## src/design/rpems_pkg.sv

```systemverilog
// Purpose: Shared constants and types for the root port error message status block
// Assumes: 32-bit register port, byte offsets as printed
// Notes:   Status bit positions and field layouts live here only
package rpems_pkg;
	localparam int unsigned ADDR_W = 12;
	localparam int unsigned DATA_W = 32;
	localparam int unsigned RID_W  = 16;

	localparam logic [11:0] OFS_INT_CTRL   = 12'h012C;
	localparam logic [11:0] OFS_MSG_STATUS = 12'h0130;
	localparam logic [11:0] OFS_SRC_ID     = 12'h0134;

	localparam int unsigned BIT_COR_FIRST   = 0;
	localparam int unsigned BIT_COR_MULTI   = 1;
	localparam int unsigned BIT_UNC_FIRST   = 2;
	localparam int unsigned BIT_UNC_MULTI   = 3;
	localparam int unsigned BIT_FIRST_FATAL = 4;
	localparam int unsigned BIT_NONFATAL    = 5;
	localparam int unsigned BIT_FATAL       = 6;
	localparam int unsigned FLAG_W          = 7;

	localparam int unsigned MSGNUM_LSB = 27;
	localparam int unsigned MSGNUM_W   = 5;

	localparam int unsigned SRC_UNC_LSB = 16;
	localparam int unsigned SRC_COR_LSB = 0;

	localparam int unsigned EN_COR   = 0;
	localparam int unsigned EN_NONF  = 1;
	localparam int unsigned EN_FATAL = 2;
	localparam int unsigned EN_W     = 3;

	localparam logic [6:0]  FLAGS_RST  = 7'h00;
	localparam logic [15:0] RID_RST    = 16'h0000;
	localparam logic [31:0] DATA_ZERO  = 32'h0000_0000;
	localparam logic [2:0]  EN_RST     = 3'h0;

	// Severity of one error event
	typedef enum logic [1:0] {
		RPEMS_SEV_COR,
		RPEMS_SEV_NONFATAL,
		RPEMS_SEV_FATAL,
		RPEMS_SEV_NONE
	} rpems_sev_t;
endpackage

```

## src/design/rpems_evt_if.sv

```systemverilog
// Purpose: Carries the merged per-class error flags and arbitrated IDs from the selector to the status file
// Assumes: Single clock domain
// Notes:   Plain wires, no clocking
`timescale 1ns/100ps
`default_nettype none
interface rpems_evt_if;
	import rpems_pkg::*;
	logic             cor;
	logic             nonfatal;
	logic             fatal;
	logic [RID_W-1:0] cor_rid;
	logic [RID_W-1:0] unc_rid;
	modport src (output cor, nonfatal, fatal, cor_rid, unc_rid);
	modport dst (input  cor, nonfatal, fatal, cor_rid, unc_rid);
endinterface
`default_nettype wire

```

## src/design/rpems_evt_sel.sv

```systemverilog
// Purpose: Merges link-received and internal error events, picks the logged ID
// Assumes: Each source gives at most one event per clock
// Notes:   Purely combinational
`timescale 1ns/100ps
`default_nettype none
module rpems_evt_sel (
	// Link-received error message
	input  wire logic                        i_lnk_vld,
	input  wire rpems_pkg::rpems_sev_t       i_lnk_sev,
	input  wire logic [rpems_pkg::RID_W-1:0] i_lnk_rid,
	// Internally detected error
	input  wire logic                        i_int_vld,
	input  wire rpems_pkg::rpems_sev_t       i_int_sev,
	input  wire logic [rpems_pkg::RID_W-1:0] i_int_rid,
	// Merged event
	rpems_evt_if.src                         evt
);
	import rpems_pkg::*;

	function automatic logic is_sev(input logic v, input rpems_sev_t s, input rpems_sev_t w);
		is_sev = v && (s == w);
	endfunction

	logic lnk_unc;

	always_comb begin
		lnk_unc      = is_sev(i_lnk_vld, i_lnk_sev, RPEMS_SEV_NONFATAL) ||
		               is_sev(i_lnk_vld, i_lnk_sev, RPEMS_SEV_FATAL);
		evt.cor      = is_sev(i_lnk_vld, i_lnk_sev, RPEMS_SEV_COR) ||
		               is_sev(i_int_vld, i_int_sev, RPEMS_SEV_COR);
		evt.nonfatal = is_sev(i_lnk_vld, i_lnk_sev, RPEMS_SEV_NONFATAL) ||
		               is_sev(i_int_vld, i_int_sev, RPEMS_SEV_NONFATAL);
		evt.fatal    = is_sev(i_lnk_vld, i_lnk_sev, RPEMS_SEV_FATAL) ||
		               is_sev(i_int_vld, i_int_sev, RPEMS_SEV_FATAL);
		// Link wins when both arrive together
		evt.cor_rid  = is_sev(i_lnk_vld, i_lnk_sev, RPEMS_SEV_COR) ? i_lnk_rid : i_int_rid;
		evt.unc_rid  = lnk_unc ? i_lnk_rid : i_int_rid;
	end
endmodule // rpems_evt_sel
`default_nettype wire

```

## src/design/rpems_src_log.sv

```systemverilog
// Purpose: Holds the first-error source IDs for both classes
// Assumes: Capture strobes come from the status file
// Notes:   Sticky; only power-on clears, never i_rst_n
`timescale 1ns/100ps
`default_nettype none
module rpems_src_log (
	// Clock
	input  wire logic                         i_clk,
	// Power-on clear
	input  wire logic                         i_por,
	// Capture
	input  wire logic                         i_cap_cor,
	input  wire logic                         i_cap_unc,
	rpems_evt_if.dst                          evt,
	// Logged IDs
	output logic      [rpems_pkg::DATA_W-1:0] o_src_id
);
	import rpems_pkg::*;

	logic [RID_W-1:0] cor_q, cor_d, unc_q, unc_d;

	always_comb begin
		cor_d = cor_q;
		unc_d = unc_q;
		if (i_por) begin
			cor_d = RID_RST;
			unc_d = RID_RST;
		end else begin
			if (i_cap_cor) cor_d = evt.cor_rid;
			if (i_cap_unc) unc_d = evt.unc_rid;
		end
	end

	always_ff @(posedge i_clk) begin
		cor_q <= cor_d;
		unc_q <= unc_d;
	end

	assign o_src_id = {unc_q, cor_q};
endmodule // rpems_src_log
`default_nettype wire

```

## src/design/rpems_top.sv

```systemverilog
// Purpose: Root port error message status register bank with source ID log
// Assumes: Register port with read data one cycle after the read strobe
// Notes:   Status, enables and IDs survive i_rst_n; only i_por clears them
`timescale 1ns/100ps
`default_nettype none
module rpems_top #(
	parameter logic [4:0] MSG_NUM = 5'h00
) (
	// Clock and resets
	input  wire logic                          i_clk,
	input  wire logic                          i_rst_n,
	input  wire logic                          i_por,
	// Register port
	input  wire logic [rpems_pkg::ADDR_W-1:0]  i_addr,
	input  wire logic [rpems_pkg::DATA_W-1:0]  i_wdata,
	input  wire logic                          i_wr,
	input  wire logic                          i_rd,
	output logic      [rpems_pkg::DATA_W-1:0]  o_rdata,
	// Link-received error message
	input  wire logic                          i_lnk_vld,
	input  wire rpems_pkg::rpems_sev_t         i_lnk_sev,
	input  wire logic [rpems_pkg::RID_W-1:0]   i_lnk_rid,
	// Internally detected error
	input  wire logic                          i_int_vld,
	input  wire rpems_pkg::rpems_sev_t         i_int_sev,
	input  wire logic [rpems_pkg::RID_W-1:0]   i_int_rid,
	// Escalation and interrupt requests
	output logic                               o_fatal_esc,
	output logic                               o_nonfatal_esc,
	output logic                               o_irq_fatal,
	output logic                               o_irq_nonfatal,
	output logic                               o_irq_cor
);
	import rpems_pkg::*;

	rpems_evt_if evt ();

	logic [FLAG_W-1:0] flags_q, flags_d;
	logic [EN_W-1:0]   en_q, en_d;
	logic [DATA_W-1:0] rdata_q, rdata_d;
	logic [DATA_W-1:0] src_id;
	logic [FLAG_W-1:0] set_v, clr_v;
	logic              wr_sts, cap_cor, cap_unc, any_unc, both_unc;

	rpems_evt_sel u_sel (
		.i_lnk_vld (i_lnk_vld),
		.i_lnk_sev (i_lnk_sev),
		.i_lnk_rid (i_lnk_rid),
		.i_int_vld (i_int_vld),
		.i_int_sev (i_int_sev),
		.i_int_rid (i_int_rid),
		.evt       (evt)
	);

	rpems_src_log u_log (
		.i_clk     (i_clk),
		.i_por     (i_por),
		.i_cap_cor (cap_cor),
		.i_cap_unc (cap_unc),
		.evt       (evt),
		.o_src_id  (src_id)
	);

	// Event set terms
	always_comb begin
		any_unc  = evt.fatal || evt.nonfatal;
		both_unc = evt.fatal && evt.nonfatal;
		// Capture only when the first flag is clear going in
		cap_cor  = evt.cor && !flags_q[BIT_COR_FIRST];
		cap_unc  = any_unc && !flags_q[BIT_UNC_FIRST];
		set_v    = '0;
		set_v[BIT_COR_FIRST] = evt.cor;
		set_v[BIT_COR_MULTI] = evt.cor && flags_q[BIT_COR_FIRST];
		set_v[BIT_UNC_FIRST] = any_unc;
		set_v[BIT_UNC_MULTI] = any_unc && flags_q[BIT_UNC_FIRST];
		set_v[BIT_NONFATAL]  = evt.nonfatal;
		set_v[BIT_FATAL]     = evt.fatal;
		// Same-clock fatal and non-fatal: fatal taken as first severity
		set_v[BIT_FIRST_FATAL] = cap_unc && evt.fatal;
		if (both_unc) set_v[BIT_FIRST_FATAL] = cap_unc;
	end

	// Status flags and enables; i_rst_n deliberately not used here
	always_comb begin
		wr_sts  = i_wr && (i_addr == OFS_MSG_STATUS);
		clr_v   = wr_sts ? i_wdata[FLAG_W-1:0] : '0;
		flags_d = (flags_q & ~clr_v) | set_v;
		// A newly logged first error rewrites the severity, so a stale fatal never lingers
		if (cap_unc) begin
			flags_d[BIT_FIRST_FATAL] = set_v[BIT_FIRST_FATAL];
		end
		en_d    = en_q;
		if (i_wr && (i_addr == OFS_INT_CTRL)) begin
			en_d = i_wdata[EN_W-1:0];
		end
		if (i_por) begin
			flags_d = FLAGS_RST;
			en_d    = EN_RST;
		end
	end

	always_ff @(posedge i_clk) begin
		flags_q <= flags_d;
		en_q    <= en_d;
	end

	// Read path, zero for unmapped offsets
	always_comb begin
		rdata_d = DATA_ZERO;
		if (i_rd) begin
			unique case (i_addr)
				OFS_MSG_STATUS: begin
					rdata_d[MSGNUM_LSB +: MSGNUM_W] = MSG_NUM;
					rdata_d[FLAG_W-1:0]             = flags_q;
				end
				OFS_INT_CTRL: begin
					rdata_d[EN_W-1:0] = en_q;
				end
				OFS_SRC_ID: begin
					rdata_d = src_id;
				end
				default: begin
					rdata_d = DATA_ZERO;
				end
			endcase
		end
		if (!i_rst_n) rdata_d = DATA_ZERO;
	end

	always_ff @(posedge i_clk) begin
		rdata_q <= rdata_d;
	end

	assign o_rdata = rdata_q;

	// Escalation holds while its severity flag stays set, or while BIT_UNC_FIRST is set with BIT_FIRST_FATAL matching the class
	assign o_fatal_esc = flags_q[BIT_FATAL] ||
		(flags_q[BIT_UNC_FIRST] && flags_q[BIT_FIRST_FATAL]);
	assign o_nonfatal_esc = flags_q[BIT_NONFATAL] ||
		(flags_q[BIT_UNC_FIRST] && !flags_q[BIT_FIRST_FATAL]);

	// Requests follow the flags, gated per class
	assign o_irq_fatal    = flags_q[BIT_FATAL] && en_q[EN_FATAL];
	assign o_irq_nonfatal = flags_q[BIT_NONFATAL] && en_q[EN_NONF];
	assign o_irq_cor      = (flags_q[BIT_COR_FIRST] || flags_q[BIT_COR_MULTI]) && en_q[EN_COR];
endmodule // rpems_top
`default_nettype wire

```

## config.mk

```make
export PLATFORM = sky130hd
export DESIGN_NAME = rpems_top
export DESIGN_NICKNAME = d
export VERILOG_FILES = /design/src/design/rpems_pkg.sv /design/src/design/rpems_evt_if.sv /design/src/design/rpems_evt_sel.sv /design/src/design/rpems_src_log.sv /design/src/design/rpems_top.sv
export SDC_FILE = /design/constraint.sdc
export NUM_CORES = 1
export LEC_CHECK = 0
export BUFFER_PORTS_ARGS = -buffer_cell sky130_fd_sc_hd__buf_2
export CORE_MARGIN = 3
export CORE_UTILIZATION = 49
export DETAILED_ROUTE_END_ITERATION = 10
export PLACE_DENSITY = 0.85
export SYNTH_ARGS = -nofsm -noshare
export SYNTH_HDL_FRONTEND = slang
export SYNTH_SLANG_ARGS = --single-unit
```

## constraint.sdc

```tcl
create_clock -name i_clk -period 1.95 [get_ports i_clk]
set_clock_uncertainty 0.2 [all_clocks]
set_input_delay 0.2925 -clock i_clk [delete_from_list [all_inputs] [get_ports i_clk]]
set_output_delay 0.2925 -clock i_clk [all_outputs]
set_load 0.01 [all_outputs]
```

# After elaboration in Yosys (flattened, before gate mapping)
# Index checks and enable logic that the tools add are counted.
[classes]
eq_ne = 7
n_mux = 7
bitwise_logic = 3
reduce_logical = 34
[ops]
columns = ["op", "count"]
rows = [
  ["== test 12 x 9 -> 1 bit (second input constant)", 3],
  ["two-way mux 16 bit", 2],
  ["logical AND 1 bit", 19],
  ["case mux 3 bit (3 select lines)", 1],
  ["logical OR 1 bit", 8],
  ["case mux 4 bit (2 select lines)", 1],
  ["AND 7 bit", 1],
  ["two-way mux 7 bit", 1],
  ["inverter 7 bit", 1],
  ["bitwise OR 7 bit", 1],
  ["== test 2 x 1 -> 1 bit (second input constant)", 2],
  ["== test 2 bit (second input constant)", 2],
  ["zero test 2 bit", 2],
  ["zero test 1 bit", 3],
  ["AND reduction 3 bit", 1],
  ["two-way mux 1 bit", 2],
  ["AND reduction 2 bit", 1],
]
[totals]
ff_bits = 74
inputBits = 87
out_inout_bits = 37
elab_cells = 57

# Longest topological paths before layout
[depth]
word_depth = 9
ltp_mapped = 6
mapped_depth_nobuf = 4

# Cells and area by module
# From an unflattened synthesis, not the netlist that was laid out.
[hier_totals]
hier_cells = 326
area_unflattened_um2 = 3345.7
[modules_own_cells]
columns = ["mod", "instances", "cells_each", "area_each_um2", "seq_area_each_um2"]
rows = [
  ["rpems_top", 1, 178, 1656.6, 840.8],
  ["rpems_src_log", 1, 103, 1157.4, 640.6],
  ["rpems_evt_sel", 1, 45, 531.8, 0.0],
]

# Worst setup path after synthesis
# Ideal clock, no wire load.
[synth_timing]
path_type = "input to register"
start = "in i_addr[1] in the netlist's numbering"
end = "reg rdata_q[25] (netlist: o_rdata[25])"
setup_ps = 78
t_arrival_ps = 1406
required_time_ps = 1672
setup_slack_ps = 266
cell_stages = 6
path_buffers = 2
path_cell_list = "nor3b_1 > nand4_2 > or2_1 > buf_2 > buf_6 > nor3_1"
[synth_via]
elab_chain_len = 2
[synth_lines]
columns = ["item", "line", "rtl"]
rows = [
  ["start, declared", "rpems_top.sv:14", "input wire logic [rpems_pkg::ADDR_W-1:0] i_addr,"],
  ["== test 12 x 9 -> 1 bit", "rpems_top.sv:111", "unique case (i_addr)"],
  ["AND reduction 3 bit (no source line)", "--", ""],
  ["end signal, assigned", "rpems_top.sv:131", "rdata_q <= rdata_d;"],
  ["end, declared", "rpems_top.sv:40", "logic [DATA_W-1:0] rdata_q, rdata_d;"],
]
# Every way passes these cells.
# A chain may end at the register's enable or synchronous reset.

# Worst setup path in the final report
[layout_timing]
start = "reg flags_q[2]"
end = "reg u_log.unc_q[10]"
[layout_via]
elab_chain_len = 2
[layout_lines]
columns = ["item", "line", "rtl"]
rows = [
  ["start, declared", "rpems_top.sv:38", "logic [FLAG_W-1:0] flags_q, flags_d;"],
  ["start signal, assigned", "rpems_top.sv:103", "flags_q <= flags_d;"],
  ["zero test 1 bit", "rpems_top.sv:70", "cap_unc = any_unc && !flags_q[BIT_UNC_FIRST];"],
  ["logical AND 1 bit", "rpems_top.sv:70", ""],
  ["end signal, assigned", "rpems_src_log.sv:36", "unc_q <= unc_d;"],
  ["end, declared", "rpems_src_log.sv:20", "logic [RID_W-1:0] cor_q, cor_d, unc_q, unc_d;"],
]
# Every way passes these cells.

==> flow_summary.yaml <==
run_status:
  outcome: "complete, no violations"
clock_tree:
  clk_latency_ns: 0.34
  clockBufferDepth: 2
  htreeDepth: 3
  clk_pin_slew_ns: 0.08
  cts-buffers-inserted: 9
  cts_sinks: 74
  cts_tree: "built"
  cts-resized-gates: 0
  cts_root_buf: "clkbuf_8"
global_routing:
  grt_overflow: 0
  grt_max_degree: 26
  grt_pass1_wl_mm: 12.3
  grt_use_total: 0.209
  antenna_found_initial: 0
  grt_pass1_vias: 2631
synth:
  synth_top_area_frac: 0.463
  synth_compound_area_frac: 0.210
  synth_area_leaders: "dfxtp_1 46%, mux2i_1 8.1%, a221oi_2 7.0%"
  synth_top_area_cell: "dfxtp_1"
  netlist_area_um2: 3200
  synth_cell_type_count: 46
  synth_fa_ha_area_frac: 0
  syn_nets: 403
  muxShareOfSynthArea: 0.0813
  synth_async_sr_flop_share: 0
  yosys_warnings: 0
  postSynthCellCount: 316
  synth-xor-area-share: 0.00782
  synth_top_family_by_area: "compound AO/OA/AOI/OAI gates"
  syn_avg_cell_area_um2: 10.1
  synth_seq_cells: 74
  synth_edf_count: 0
  ys.flop_type: "dfxtp_1"
  yosys.area_share.simple: 0.172
  synth-seq-area-share: 0.463
place:
  port_buffers: 98
  place_inst: 482
  routabilityCongestion: 0.841
  dp_hpwl_mm: 5.69
  placed_area_um2: 3820
final_layout:
  antenna_cells: 0
  synthToLayoutAreaGrowth_pct: 26.0
  final_nets: 506
  final_common_cell: "buf_2"
  instances_no_fill: 499
  fin_util: 0.658
  fin_area_um2: 4030
  final_cell_mix: "98 x buf_2, 74 x dfxtp_1, 26 x mux2i_1"
  drive_above_1_share: 0.408
worst_setup_path:
  worstPathArrival_ns: 1.71
  critPathRequiredTime_ns: 2.01
  critPathLaunchType: "register"
  cp-end-kind: "register"
  reg2reg_to: "u_log.unc_q[10]"
  rrSetupSlack_ns: 0.30
  path_max_fanout: 18
  worst_r2r_path_depth: 5
  r2r-start: "flags_q[2]"
  crit_type: "reg2reg"
min_path:
  hold_class: "in2reg"
  hold_path_depth: 3
  hp-start: "i_wdata[1]"
  whs_endpoint: "en_q[1]"
floorplanning:
  io_pins: 124
  dieArea_um2: 7540
  die_w_um: 86.8
  std_cell_rows: 28
  chipHeight_um: 86.8
  core_area_um2: 6130
  start_util: 0.522
sta:
  max_slew_margin: 0.521
  final-setup-viol-count: 0
  period_needed_ns: 1.65
  hold_viol_final: 0
  tightest_slew_ns: 0.718
  hold_ws_ns: 0.00975
  fin_crit_sh: 0.846
  rsz0062_at_grt: "false"
  slew_violations: 0
  max_freq_ghz: 0.606
pwr:
  p_total_w: 0.00338
  p_leak_nw: 1.87
  ir_drop_v: 0.000452
  power-per-cell-area_nw_per_um2: 839
route:
  drtPass1Iterations: 5
  routedWlPerCell_um: 15.7
  totalWireLength_mm: 7.85
  avgViaCountPerCell: 5.40
  vias: 2693
  ant_nets: 0
  drc: 0
  drtIter0Drc: 189
flow_run:
  max_cap_violations: 0
-- worst max-delay path by stage --
stage | from | to | slack, ns
5_1_grt | flags_q[2] | u_log.unc_q[8] | 0.16
3_5_place_dp | i_addr[1] | o_rdata[24] | -0.03
3_3_place_gp | i_int_sev[1] | u_log.cor_q[0] | 0.08
2_1_floorplan | i_addr[1] | o_rdata[25] | 0.27
4_1_cts | flags_q[2] | u_log.unc_q[9] | 0.30
6_report | flags_q[2] | u_log.unc_q[10] | 0.30
-- power by group --
part           switching (W)  internal (W)
Clock               0.000595      0.000629
Sequential         0.0000412       0.00159
Combinational       0.000297      0.000234
Total               0.000934       0.00245
-- worst max-delay path, cell delays in order, from the launching register on --
cell	delay, ns
dfxtp_1	0.41
inv_1	0.09
a32oi_2	0.23
buf_4	0.30
a31oi_1	0.09
a221oi_2	0.24
-- registers in the layout, summed over array words and instances, names as in the netlist --
register,cells
u_log.unc_q,16
en_q,3
o_rdata,32
flags_q,7
u_log.cor_q,16
-- area by class of cell --
cell class / count / area (um2)
inverters: 24 / 90.1
clock buffers: 10 / 138
repair buffers: 113 / 656
clock inverters: 6 / 65.1
flip-flops and latches: 74 / 1480
fillers: 490 / 2100
multi-input cells: 197 / 1510
well taps: 75 / 93.8
-- cells in the mapped netlist (4+ instances only) --
cell type,number
dfxtp_1,74
mux2i_1,26
inv_1,23
nor2_1,21
a31oi_1,18
nor3_1,18
nand2_1,16
a221oi_2,15
a211oi_2,14
and2_1,12
nor2_2,10
clkbuf_1,8
a21oi_1,7
o21ai_0,5
buf_2,4
buf_4,4
-- kinds of logic (layout without fill, tap and decap cells) --
| group | Yosys count | after routing |
|---|---|---|
| DFF | 74 | 74 |
| buffers and inverters | 45 | 153 |
| xor gates and xnor gates | 2 | 2 |
| AOI/OAI and AO/OA | 70 | 70 |
| and+or+nand+nor | 99 | 99 |
| muxes | 26 | 26 |
-- routing by layer --
metal  part of all wire  wire, um  GRT usage
met1               0.43      3390      0.259
met2               0.51      4000      0.356
met3              0.049       386     0.0399
met4              0.010        80     0.0850
met5                  0         0          0
-- per-stage QoR --
stage               setup slack (ns)  TNS [ns]
finish                         0.300         0
global route                   0.157         0
CTS                            0.302         0
detailed placement           -0.0284   -0.0284
global placement              0.0789         0
floorplan                      0.266         0
-- repair_timing --
item                                   CTS  global route
setup buffers                            0             0
setup endpoints to repair                0             0
endpoints found under the hold margin    1             0
hold buffers                             1             0
Note: power is estimated with default switching activity, not from simulation.
